## config.mk

```make
export PLATFORM = sky130hd
export DESIGN_NAME = dmc_config_regs
export DESIGN_NICKNAME = d
export VERILOG_FILES = /design/src/verilog/dmc_pkg.sv /design/src/verilog/dmc_config_regs.sv /design/src/verilog/dmc_fault_mon.sv /design/src/verilog/dmc_blanker.sv
export SDC_FILE = /design/constraint.sdc
export NUM_CORES = 1
export LEC_CHECK = 0
export ABC_AREA = 1
export BUFFER_PORTS_ARGS = -buffer_cell sky130_fd_sc_hd__buf_2
export CAP_MARGIN = 20
export CELL_PAD_IN_SITES_DETAIL_PLACEMENT = 1
export CELL_PAD_IN_SITES_GLOBAL_PLACEMENT = 2
export CORE_ASPECT_RATIO = 0.8
export CORE_MARGIN = 5
export CORE_UTILIZATION = 36
export CTS_CLUSTER_DIAMETER = 200
export DETAILED_ROUTE_END_ITERATION = 16
export PLACE_DENSITY = 0.77
export SLEW_MARGIN = 20
export SYNTH_ARGS = -nofsm -noshare
export SYNTH_HDL_FRONTEND = slang
export SYNTH_SLANG_ARGS = --single-unit
```

## constraint.sdc

```tcl
create_clock -name clk -period 4.2 [get_ports clk]
set_input_delay 0.21 -clock clk [delete_from_list [all_inputs] [get_ports clk]]
set_output_delay 0.21 -clock clk [all_outputs]
set_load 0.05 [all_outputs]
```

## src/verilog/dmc_pkg.sv

```systemverilog
// Package: register map, field layouts, reset values and timing for the block
package dmc_pkg;

	// Register bus word and address widths
	localparam int unsigned DATA_W = 8;
	localparam int unsigned ADDR_W = 6;

	// Register offsets
	localparam logic [5:0] ADDR_DIAG_LO  = 6'h23;
	localparam logic [5:0] ADDR_DIAG_HI  = 6'h24;
	localparam logic [5:0] ADDR_VMON     = 6'h25;
	localparam logic [5:0] ADDR_AMP_GAIN = 6'h26;
	localparam logic [5:0] ADDR_AMP1_BLK = 6'h27;

	// Reset values
	localparam logic [7:0] RST_DIAG_LO  = 8'h00;
	localparam logic [7:0] RST_DIAG_HI  = 8'h00;
	localparam logic [7:0] RST_VMON     = 8'h14;
	localparam logic [7:0] RST_AMP_GAIN = 8'h09;
	localparam logic [7:0] RST_AMP1_BLK = 8'h00;

	// Writable bits; reserved bits stay zero
	localparam logic [7:0] MASK_AMP_GAIN = 8'h3f;
	localparam logic [7:0] MASK_AMP1_BLK = 8'h3f;

	// Voltage monitor configuration layout
	typedef struct packed {
		logic       supply_undervolt_response;
		logic [1:0] supply_overvolt_response;
		logic [1:0] supply_overvolt_deglitch;
		logic       supply_overvolt_threshold;
		logic       pump_undervolt_response;
		logic       pump_undervolt_threshold;
	} dmc_vmon_t;

	// Amplifier gain and reference layout
	typedef struct packed {
		logic [1:0] reserved;
		logic       amp1_ref_divider;
		logic [1:0] amp1_gain;
		logic       amp2_ref_divider;
		logic [1:0] amp2_gain;
	} dmc_gain_t;

	// Amplifier 1 blanking layout
	typedef struct packed {
		logic [1:0] reserved;
		logic [2:0] amp1_blank_trigger;
		logic [2:0] amp1_blank_duration;
	} dmc_blank_t;

	// Register bus request carrier
	typedef struct packed {
		logic             wr_en;
		logic [5:0]       addr;
		logic [7:0]       wdata;
	} dmc_req_t;

	// Overvoltage response codes
	localparam logic [1:0] OV_LATCH   = 2'h0;
	localparam logic [1:0] OV_AUTO    = 2'h1;
	localparam logic [1:0] OV_WARN    = 2'h2;
	localparam logic [1:0] OV_DISABLE = 2'h3;

	// Single-bit response codes
	localparam logic MODE_LATCH = 1'h0;

	// Clock and deglitch timing
	localparam int unsigned CLK_NS      = 100;
	localparam int unsigned DG_BASE_NS  = 1000;
	localparam int unsigned DG_BASE_CYC = (DG_BASE_NS + CLK_NS - 1) / CLK_NS;
	localparam int unsigned DG_CNT_W    = 8;

	// Blanking: duration is (code+1)/8 of the gate drive time, code 0 is off, one code step = 12.5 %
	localparam int unsigned BLK_FRAC_W  = 3;
	localparam int unsigned BLK_CNT_W   = 16;
	localparam logic [2:0]  BLK_OFF     = 3'h0;
	localparam logic [3:0]  BLK_BIAS    = 4'h1;

endpackage

```

## src/verilog/dmc_config_regs.sv

```systemverilog
// Diagnostic, voltage monitor and shunt amplifier configuration registers
`timescale 1ns/1ps
`default_nettype none
module dmc_config_regs (
	// Clock and reset
	input  wire logic                       clk,
	input  wire logic                       resetn,
	// Register access from the serial interface
	input  wire dmc_pkg::dmc_req_t          req,
	input  wire logic                       req_valid,
	output logic [7:0]                      rdata,
	output logic                            rvalid,
	// Global diagnostic enable held elsewhere
	input  wire logic                       offline_diag_global_en,
	// Diagnostic current sources, bit 15 = bridge1 pull-up
	output logic [15:0]                     diag_source_en,
	// Monitor comparator levels from the analogue side, plus the fault clear
	input  wire logic                       supply_uv_cmp,
	input  wire logic                       supply_ov_cmp,
	input  wire logic                       pump_uv_cmp,
	input  wire logic                       fault_clear,
	// Monitor thresholds and results
	output logic                            supply_overvolt_threshold,
	output logic                            pump_undervolt_threshold,
	output logic                            supply_uv_fault,
	output logic                            supply_ov_fault,
	output logic                            supply_ov_warn,
	output logic                            pump_uv_fault,
	// Shunt amplifier settings
	output logic                            amp1_ref_divider,
	output logic [1:0]                      amp1_gain,
	output logic                            amp2_ref_divider,
	output logic [1:0]                      amp2_gain,
	// Blanking
	input  wire logic [7:0]                 bridge_switch,
	input  wire logic [15:0]                gate_drive_time,
	output logic                            amp1_blank
);
	typedef struct packed {
		logic [7:0]         diag_lo;
		logic [7:0]         diag_hi;
		dmc_pkg::dmc_vmon_t vmon;
		dmc_pkg::dmc_gain_t gain;
		dmc_pkg::dmc_blank_t blk;
		logic [7:0]         rdata;
		logic               rvalid;
		logic [15:0]        src;
		logic [2:0][2:0]    cmp_sync;
		logic [7:0]         sw_sync0;
		logic [7:0]         sw_sync1;
		logic [7:0]         sw_sync2;
		logic [7:0]         sw_stable;
		logic               sw_tog;
		logic [2:0]         cmp_stable;
		logic               glob_q;
		logic               uv_q;
		logic               ov_q;
		logic               ovw_q;
		logic               cp_q;
		logic               blank_q;
		logic               clr_q;
	} dmc_cr_state_t;

	dmc_cr_state_t s_q;
	dmc_cr_state_t s_d;

	logic                          uv_f;
	logic                          ov_f;
	logic                          cp_f;
	logic                          blank_w;
	logic [dmc_pkg::DG_CNT_W-1:0]  dg_cycles;
	logic                          ov_en;
	logic [2:0]                    cmp_ok;
	logic                          sw_sel;

	// Deglitch doubles per code step from the 1 us base
	always_comb begin
		dg_cycles = dmc_pkg::DG_CNT_W'(dmc_pkg::DG_BASE_CYC)
			<< s_q.vmon.supply_overvolt_deglitch;
		ov_en     = (s_q.vmon.supply_overvolt_response
			!= dmc_pkg::OV_DISABLE);
		// Filtered comparator levels and the trigger toggle
		cmp_ok = s_q.cmp_stable;
		sw_sel = s_q.sw_tog;
	end

	dmc_fault_mon u_supply_uv (
		.clk          (clk),
		.resetn       (resetn),
		.cond         (cmp_ok[0]),
		.enable       (1'b1),
		.auto_recover (s_q.vmon.supply_undervolt_response),
		.dg_cycles    (dmc_pkg::DG_CNT_W'(1)),
		.clear        (s_q.clr_q),
		.fault        (uv_f)
	);

	dmc_fault_mon u_supply_ov (
		.clk          (clk),
		.resetn       (resetn),
		.cond         (cmp_ok[1]),
		.enable       (ov_en),
		.auto_recover (s_q.vmon.supply_overvolt_response
			!= dmc_pkg::OV_LATCH),
		.dg_cycles    (dg_cycles),
		.clear        (s_q.clr_q),
		.fault        (ov_f)
	);

	dmc_fault_mon u_pump_uv (
		.clk          (clk),
		.resetn       (resetn),
		.cond         (cmp_ok[2]),
		.enable       (1'b1),
		.auto_recover (s_q.vmon.pump_undervolt_response),
		.dg_cycles    (dmc_pkg::DG_CNT_W'(1)),
		.clear        (s_q.clr_q),
		.fault        (cp_f)
	);

	dmc_blanker u_amp1_blank (
		.clk          (clk),
		.resetn       (resetn),
		.sw_level     (sw_sel),
		.duration     (s_q.blk.amp1_blank_duration),
		.drive_cycles (gate_drive_time),
		.blank        (blank_w)
	);

	always_comb begin
		s_d        = s_q;
		s_d.rvalid = 1'b0;
		s_d.clr_q  = fault_clear;
		// Three-stage sync of analogue comparator levels
		for (int i = 0; i < 3; i++)
			s_d.cmp_sync[i] = {s_q.cmp_sync[i][1:0], 1'b0};
		s_d.cmp_sync[0][0] = supply_uv_cmp;
		s_d.cmp_sync[1][0] = supply_ov_cmp;
		s_d.cmp_sync[2][0] = pump_uv_cmp;
		s_d.sw_sync0 = bridge_switch;
		s_d.sw_sync1 = s_q.sw_sync0;
		s_d.sw_sync2 = s_q.sw_sync1;
		// A level change counts once stages two and three agree
		for (int i = 0; i < 3; i++)
			if (s_q.cmp_sync[i][1] == s_q.cmp_sync[i][2])
				s_d.cmp_stable[i] = s_q.cmp_sync[i][2];
		for (int i = 0; i < 8; i++)
			if (s_q.sw_sync1[i] == s_q.sw_sync2[i])
				s_d.sw_stable[i] = s_q.sw_sync2[i];
		// Every bridge is filtered so that reselecting the trigger is not
		// taken as a switching event; only the chosen bridge flips the toggle
		if (s_d.sw_stable[s_q.blk.amp1_blank_trigger]
			!= s_q.sw_stable[s_q.blk.amp1_blank_trigger])
			s_d.sw_tog = ~s_q.sw_tog;

		if (req_valid && req.wr_en) begin
			case (req.addr)
			dmc_pkg::ADDR_DIAG_LO:  s_d.diag_lo = req.wdata;
			dmc_pkg::ADDR_DIAG_HI:  s_d.diag_hi = req.wdata;
			dmc_pkg::ADDR_VMON:     s_d.vmon = req.wdata;
			dmc_pkg::ADDR_AMP_GAIN:
				s_d.gain = req.wdata & dmc_pkg::MASK_AMP_GAIN;
			dmc_pkg::ADDR_AMP1_BLK:
				s_d.blk = req.wdata & dmc_pkg::MASK_AMP1_BLK;
			default: ;
			endcase
		end
		if (req_valid && !req.wr_en) begin
			s_d.rvalid = 1'b1;
			case (req.addr)
			dmc_pkg::ADDR_DIAG_LO:  s_d.rdata = s_q.diag_lo;
			dmc_pkg::ADDR_DIAG_HI:  s_d.rdata = s_q.diag_hi;
			dmc_pkg::ADDR_VMON:     s_d.rdata = s_q.vmon;
			dmc_pkg::ADDR_AMP_GAIN: s_d.rdata = s_q.gain;
			dmc_pkg::ADDR_AMP1_BLK: s_d.rdata = s_q.blk;
			default:                s_d.rdata = 8'h00;
			endcase
		end

		// Sources follow the registers only under the global enable
		s_d.glob_q = offline_diag_global_en;
		s_d.src    = s_q.glob_q ? {s_q.diag_lo, s_q.diag_hi} : 16'h0000;
		s_d.uv_q   = uv_f;
		// Warning mode reports without acting as a fault
		s_d.ov_q   = ov_f && (s_q.vmon.supply_overvolt_response
			!= dmc_pkg::OV_WARN);
		s_d.ovw_q  = ov_f && (s_q.vmon.supply_overvolt_response
			== dmc_pkg::OV_WARN);
		s_d.cp_q   = cp_f;
		s_d.blank_q = blank_w;
	end

	always_ff @(posedge clk or negedge resetn) begin
		if (!resetn) begin
			s_q         <= '0;
			s_q.diag_lo <= dmc_pkg::RST_DIAG_LO;
			s_q.diag_hi <= dmc_pkg::RST_DIAG_HI;
			s_q.vmon    <= dmc_pkg::RST_VMON;
			s_q.gain    <= dmc_pkg::RST_AMP_GAIN;
			s_q.blk     <= dmc_pkg::RST_AMP1_BLK;
		end else begin
			s_q <= s_d;
		end
	end

	// Register fields feed the analogue trims directly
	assign rdata                     = s_q.rdata;
	assign rvalid                    = s_q.rvalid;
	assign diag_source_en            = s_q.src;
	assign supply_overvolt_threshold = s_q.vmon.supply_overvolt_threshold;
	assign pump_undervolt_threshold  = s_q.vmon.pump_undervolt_threshold;
	assign supply_uv_fault           = s_q.uv_q;
	assign supply_ov_fault           = s_q.ov_q;
	assign supply_ov_warn            = s_q.ovw_q;
	assign pump_uv_fault             = s_q.cp_q;
	assign amp1_ref_divider          = s_q.gain.amp1_ref_divider;
	assign amp1_gain                 = s_q.gain.amp1_gain;
	assign amp2_ref_divider          = s_q.gain.amp2_ref_divider;
	assign amp2_gain                 = s_q.gain.amp2_gain;
	assign amp1_blank                = s_q.blank_q;
endmodule
`default_nettype wire

```

## src/verilog/dmc_fault_mon.sv

```systemverilog
// Fault monitor: deglitch filter plus latched or auto-recovery fault flag
`timescale 1ns/1ps
`default_nettype none
module dmc_fault_mon (
	// Clock and reset
	input  wire logic                           clk,
	input  wire logic                           resetn,
	// Condition and configuration
	input  wire logic                           cond,
	input  wire logic                           enable,
	input  wire logic                           auto_recover,
	input  wire logic [dmc_pkg::DG_CNT_W-1:0]   dg_cycles,
	input  wire logic                           clear,
	// Result
	output logic                                fault
);
	typedef struct packed {
		logic [dmc_pkg::DG_CNT_W-1:0] cnt;
		logic                         flag;
	} dmc_fm_state_t;

	dmc_fm_state_t s_q;
	dmc_fm_state_t s_d;

	always_comb begin
		s_d = s_q;
		if (!enable) begin
			s_d.cnt  = '0;
			s_d.flag = 1'b0;
		end else begin
			// A short excursion restarts the count
			if (!cond)
				s_d.cnt = '0;
			else if (s_q.cnt < dg_cycles)
				s_d.cnt = s_q.cnt + 1'b1;
			if (auto_recover) begin
				s_d.flag = cond && (s_q.cnt >= dg_cycles);
			end else begin
				// Set wins over a simultaneous clear
				if (clear)
					s_d.flag = 1'b0;
				if (cond && s_q.cnt >= dg_cycles)
					s_d.flag = 1'b1;
			end
		end
	end

	always_ff @(posedge clk or negedge resetn) begin
		if (!resetn)
			s_q <= '0;
		else
			s_q <= s_d;
	end

	assign fault = s_q.flag;
endmodule
`default_nettype wire

```

## src/verilog/dmc_blanker.sv

```systemverilog
// Amplifier blanking timer started by switching edges of one half-bridge
`timescale 1ns/1ps
`default_nettype none
module dmc_blanker (
	// Clock and reset
	input  wire logic                            clk,
	input  wire logic                            resetn,
	// Trigger and configuration
	input  wire logic                            sw_level,
	input  wire logic [2:0]                      duration,
	input  wire logic [dmc_pkg::BLK_CNT_W-1:0]   drive_cycles,
	// Result
	output logic                                 blank
);
	typedef struct packed {
		logic                          last;
		logic [dmc_pkg::BLK_CNT_W-1:0] cnt;
	} dmc_bk_state_t;

	dmc_bk_state_t s_q;
	dmc_bk_state_t s_d;
	logic [dmc_pkg::BLK_CNT_W+3:0] prod;
	logic [dmc_pkg::BLK_CNT_W-1:0] span;

	// Code n covers (n+1)/8 of the drive time
	always_comb begin
		prod = drive_cycles * ({1'b0, duration} + dmc_pkg::BLK_BIAS);
		span = prod[dmc_pkg::BLK_CNT_W+2:dmc_pkg::BLK_FRAC_W];
	end

	always_comb begin
		s_d      = s_q;
		s_d.last = sw_level;
		if (duration == dmc_pkg::BLK_OFF)
			s_d.cnt = '0;
		else if (sw_level != s_q.last)
			s_d.cnt = span;
		else if (s_q.cnt != '0)
			s_d.cnt = s_q.cnt - 1'b1;
	end

	always_ff @(posedge clk or negedge resetn) begin
		if (!resetn)
			s_q <= '0;
		else
			s_q <= s_d;
	end

	assign blank = (s_q.cnt != '0);
endmodule
`default_nettype wire

```

Word level (Yosys, flattened, before mapping)
Cells that the tools add are included.

cells by class
  add/subtract/negate cells = 5
  multipliers = 1
  bitwise gates (word level) = 1
  $lt $le $gt $ge = 7
  div/mod/pow operators = 0
  shift operators = 1
  eq/ne operators = 25
  reductions and logical operators = 19
  mux-type cells = 32

operators by type and width
  kind                                                                    count
  16-bit 2-to-1 mux                                                       4
  8-bit 2-to-1 mux                                                        6
  8-bit one-hot mux with 5 select lines                                   1
  6-bit equality test (second input constant)                             5
  8-bit by 1-bit adder with 8-bit output (second input constant)          3
  16-bit by 20-bit multiplier with 19-bit output                          1
  1-bit 2-to-1 mux                                                        18
  8-bit by 1-bit >= comparator with 1-bit output (second input constant)  2
  8-bit by 1-bit < comparator with 1-bit output (second input constant)   2
  16-bit nonzero test                                                     1
  16-bit by 1-bit subtractor with 16-bit output (second input constant)   1
  1-bit equality test                                                     11
  2-bit AND reduction                                                     5
  9-bit 2-to-1 mux                                                        1
  3-bit nonzero test                                                      3
  8-bit >= comparator                                                     1
  8-bit < comparator                                                      1
  4-bit by 2-bit left shift with 8-bit output (first input constant)      1
  1-bit logical AND                                                       7
  1-bit binary-select mux with 3-bit select                               2
  3-bit by 1-bit adder with 4-bit output (second input constant)          1
  3-bit by 4-bit < comparator with 1-bit output (second input constant)   1
  2-bit by 1-bit != test with 1-bit output (second input constant)        2
  2-bit != test (second input constant)                                   2
  other kinds (8)                                                         9

word-level totals
  memory bits (read-only) = 0
  memories kept = 0
  word-level logic and storage cells = 134
  input bits = 47
  RAM bits = 0
  output and inout bits = 38
  register bits after elaboration = 157
  bits in latches = 0

Longest topological paths before layout
  depth after elaboration = 6
  gate-level depth with buffers = 23

Modules after synthesis
A second synthesis with hierarchy kept.

unflattened totals
  cells, all modules = 1339
  area total of the unflattened synthesis = 10154.7 um^2

modules (own cells, without submodules)
  module                            area an instance (um^2)  times used  sequential area each (um^2)  cells each
  dmc_config_regs                   4640.7                   1           2832.7                       494
  dmc_blanker                       3148.0                   1           425.4                        491
  dmc_fault_mon at u_supply_ov ...  780.7                    2           225.2                        118
  dmc_fault_mon at u_pump_uv        804.5                    1           225.2                        118

Least setup slack after synthesis
No wires, ideal clock.

  path type = reg-to-reg
  start point = register s_q[77] (netlist bit)
  end point = register u_amp1_blank.s_q[9] (netlist bit)
  setup slack = 344 ps
  cell stages (with the launch flop) = 21
  period minus slack after synthesis = 3856 ps
  arrival time = 3785 ps
  data required time = 4129 ps
  cell sequence = dfrtp_1 inv_1 clkbuf_1 ha_1 clkbuf_1 nand2_1 fa_1 inv_1 fa_1 inv_1 fa_1 inv_1 nand3_1 nand3_1 nand2_1 nand2_1 nand2_1 a21o_1 nand3_1 nand2_1 nor2_1

between the ends
  cells in the longest elaborated chain, start to end = 4

ends and longest elaborated chain
  what                                            RTL line               source
  start: declaration                              dmc_config_regs.sv:64  dmc_cr_state_t s_q;
  3-bit by 1-bit adder with 4-bit output          dmc_blanker.sv:27      prod = drive_cycles * ({1'b0, duration} + dmc_pkg::BLK_BIAS);
  16-bit by 20-bit multiplier with 19-bit output  dmc_blanker.sv:27
  16-bit 2-to-1 mux                               dmc_blanker.sv:36      else if (sw_level != s_q.last)
  16-bit 2-to-1 mux                               dmc_blanker.sv:34      if (duration == dmc_pkg::BLK_OFF)
  end signal: assignment                          dmc_blanker.sv:44      s_q <= '0;
  end signal: assignment                          dmc_blanker.sv:46      s_q <= s_d;
  end: declaration                                dmc_blanker.sv:20      dmc_bk_state_t s_q;

Parallel ways exist; a longest one is shown, timed or not.
A chain may end at the register's enable or synchronous reset.

Worst setup path in the final report
  start point = register s_q[78] (netlist bit)
  end point = register u_amp1_blank.s_q[12] (netlist bit)

Same word-level chain as after synthesis.

==> out/results.md <==
* **Final setup violation count** 0
* **drt via density** 4.71
* **max-capacitance violation count** 0
* **sequential element share of the synthesized area** 0.449
* **logic depth of the worst register-to-register path** 19
* **Power Density** 496 nW/µm²
* **crit path time final** 3900 ps
* **unrepaired setup endpoints after global routing** no
* **Hold Slack** 70.0 ps
* **required time worst endpoint** 4530 ps
* **Routability Congestion** 0.799
* **vertical die dimension** 149 µm
* **maximum number of pins on one net before global-route repair** 109
* **fraction of power consumed by sequential logic** 0.361
* **clock insertion delay at the later pin of the skew report** 430 ps
* **Largest stage delay, worst path** 540 ps
* **final hold violations** 0
* **number of antenna diodes** 0
* **status** complete, no violations
* **number of antenna violations at the first check in global routing** 0
* **number of buffers added by the clock tree synthesis step** 17
* **synthesized flop and latch total** 157
* **floorplan die width** 184 µm
* **cell depth of the worst min-delay path** 3
* **number of buffer and inverter instances along the worst setup path** 6
* **Synthesis Warnings** 0
* **maximum clock frequency** 256 MHz
* **GRT Residual Overflow** 0
* **All-Layer GR Usage** 0.179
* **post-detailed-route DRC marker count** 0
* **share of total power in combinational logic** 0.323
* **Worst Setup SP** s_q[78]$_DFFE_PN0P_
* **count of fill cells added during filler insertion** 2,937
* **largest clock skew in the final design** 11.1 ps
* **startpoint of the most critical register-to-register path** s_q[78]$_DFFE_PN0P_
* **via count of the first global-routing pass** 7,426
* **switching fraction of total power** 0.379
* **CP delay by family, top** adder cells
* **share of the core filled with cells** 0.421
* **cell with the biggest individual delay on the critical path** fa_1
* **post-layout worst setup margin** 300 ps
* **Routed WL per cell** 15.8 µm
* **share of layout cells above drive strength 1** 0.143
* **Sink Count** 157
* **port buffer count** 84
* **R2R setup slack** 300 ps
* **cells after synthesis** 1,053
* **endpoint type of the worst setup path** flip-flop
* **number of synthesized flops with an enable pin** 0
* **highest ir drop seen on vdd** 0.345 mV
* **internal power contribution** 3.13 mW
* **clock buffer depth** 2
* **Detailed Routing Iterations Pass 1** 4
* **reg-to-reg critical path endpoint** u_amp1_blank.s_q[12]$_DFFE_PN0P_
* **TritonCTS clock tree** yes
* **capture endpoint of the worst hold path** s_q[116]$_DFFE_PN0P_
* **Hold WC Path Type** in2reg
* **max-slew violation total from the final report** 0
* **Clock H-tree levels** 4
* **layout net count** 1,249
* **area of the core** 24,100 µm²
* **NetSw** 1.91 mW
* **CTS root buf** clkbuf_16
* **most prevalent standard cell on the critical path** inv_1
* **Final Cycle Share** 0.928
* **area of the mapped netlist** 8760 µm²
* **post-placement worst setup slack** 253 ps
* **initial drt markers** 232
* **remaining antenna violation count after routing** 0
* **relative slew slack** 0.474
* **Site Rows** 51
* **global-route wire length before repair** 38,900 µm
* **CP arrival** 4230 ps
* **dominant register cell in the synthesized netlist** dfrtp_1
* **number of placed I/O pins** 85
* **growth of design area from synthesis to finish** 16.1%
* **initial cell density of the core** 0.363
* **critical path type** reg2reg
* **aggregate routed wire length** 23,200 µm
* **nets in the synthesized netlist** 1,164
* **share of async-settable or async-resettable flops after synthesis** 1.00
* **die area** 27,600 µm²
* **startpoint kind of the worst setup timing path** flip-flop
* **Sum Neg Setup Slack** 0 ps
* **series of cell instances along the critical path** inv_1 -> ha_1 -> buf_4 -> nand2_1 -> inv_1 -> fa_1 -> inv_1 -> fa_1 -> inv_1 -> ha_1 -> a21oi_1 -> a21boi_2 -> nor2_1 -> nor2_1 -> nand2_1 -> nand2_1 -> nand3_1 -> nand2_1 -> inv_1
* **Post-DP HPWL** 17,600 µm
* **Worst-path clk slew** 70 ps
* **beginning of the worst hold path** req[7]
* **synthesized area per cell** 8.32 µm²
* **number of distinct library cell variants in the gate-level netlist after synthesis** 44
* **clock share of power** 0.316
* **Worst-Margin Slew** 787 ps
* **reported leakage power** 5.56 nW
* **peak fanout along the critical path** 7
* **detailed-route via count** 6,923
## worst max-delay path by stage
stage | slack (ps) | endpoint | depth (start not counted)
2_1_floorplan | 340 | u_amp1_blank.s_q[9]$_DFFE_PN0P_ | 20
3_3_place_gp | 250 | u_amp1_blank.s_q[12]$_DFFE_PN0P_ | 19
3_5_place_dp | 250 | u_amp1_blank.s_q[12]$_DFFE_PN0P_ | 19
4_1_cts | 240 | u_amp1_blank.s_q[12]$_DFFE_PN0P_ | 19
5_1_grt | 60 | u_amp1_blank.s_q[12]$_DFFE_PN0P_ | 19
6_report | 300 | u_amp1_blank.s_q[12]$_DFFE_PN0P_ | 19
## power groups by stage
stage	logic (mW)	clock network [mW]	registers (mW)
after floorplan	1.11	0	1.86
after global placement	1.61	0	1.84
after detailed placement	1.63	0	1.84
after CTS	1.65	1.64	1.82
after global routing	1.87	1.70	1.84
final	1.63	1.59	1.82
## timing repair
action	CTS	global route
setup buffers	0	0
endpoints found under the hold margin	116	0
resized for setup	0	1
hold buffers	14	0
endpoints found under the setup margin	0	1
## cell usage after synthesis, types with 4 or more instances
master,count,area (µm²)
xnor2_1,7,61.3
o21ai_0,38,190
xor2_1,5,43.8
nor2_1,98,368
buf_2,4,20.0
nor3_1,7,35.0
nand4_1,6,37.5
buf_4,29,218
nand3_1,59,295
inv_1,185,694
o211ai_1,4,30.0
o21ai_1,27,135
nand2_1,249,935
ha_1,36,450
o21ai_2,8,70.1
o21a_1,4,30.0
inv_2,8,30.0
a21oi_1,33,165
clkbuf_1,13,48.8
fa_1,28,561
nand2_2,5,31.3
dfrtp_1,153,3830
dfstp_2,4,105
maj3_1,11,110
## logic make-up (layout without fill, tap and decap cells)
group | Yosys count | after routing | share of synthesized area
muxes | 2 | 2 | 0.00257
buffers and inverters | 240 | 338 | 0.117
xor gates and xnor gates | 12 | 12 | 0.0120
DFF | 157 | 157 | 0.449
AOI/OAI and AO/OA | 130 | 130 | 0.0846
and+or+nand+nor | 437 | 437 | 0.207
adders and majority gates | 75 | 75 | 0.128
## flip-flops by register name, indices dropped and copies added, names as in the netlist, 3 cells and up
register,count
diag_source_en,16
u_amp1_blank.s_q,17
cmp_ok,3
u_pump_uv.s_q,8
u_supply_uv.s_q,8
u_supply_ov.s_q,8
s_d,22
rdata,8
s_q,49
## placed cells by master, fill, tap and decap left out, types with 11 or more instances in the layout
cell	n
fa_1	28
clkbuf_16	17
inv_1	185
nand2_1	249
nand3_1	59
nor2_1	98
a21oi_1	33
buf_4	13
o21ai_0	38
dfrtp_1	153
buf_2	83
o21ai_1	27
dlygate4sd3_1	14
ha_1	36
maj3_1	11
## layer usage
layer | vias to the layer above | part of all wire | wire [µm] | GRT usage
li1 | 3407 | - | - | -
met1 | 3411 | 0.52 | 12000 | 0.263
met2 | 82 | 0.44 | 10300 | 0.275
met3 | 23 | 0.027 | 626 | 0.0296
met4 | 0 | 0.013 | 301 | 0.0462
met5 | - | 0 | 0 | 0
## tightest hold or removal path: cells and delay by family
family | cells | cell delay, ps
AOI/OAI and AO/OA | 1 | 120
buffers and inverters | 2 | 140
## metrics by stage
step                std cells  instance area, µm²  power, mW
floorplan                1053                8760       2.98
global placement         1422                9400       3.46
detailed placement       1422                9400       3.47
CTS                      1468               10100       5.11
global route             1469               10200       5.41
finish                   1469               10200       5.04
## final cells by class
| cell class | instances | area [µm²] | area share |
|---|---|---|---|
| Inverter | 193 | 724 | 0.0713 |
| Sequential cell | 157 | 3930 | 0.387 |
| Tap cell | 318 | 398 | 0.0391 |
| Multi-Input combinational cell | 656 | 3800 | 0.374 |
| Clock buffer | 20 | 447 | 0.0439 |
| Timing Repair Buffer | 113 | 712 | 0.0700 |
| Clock inverter | 12 | 148 | 0.0145 |
No activity file was read; power rests on OpenSTA's default activity.
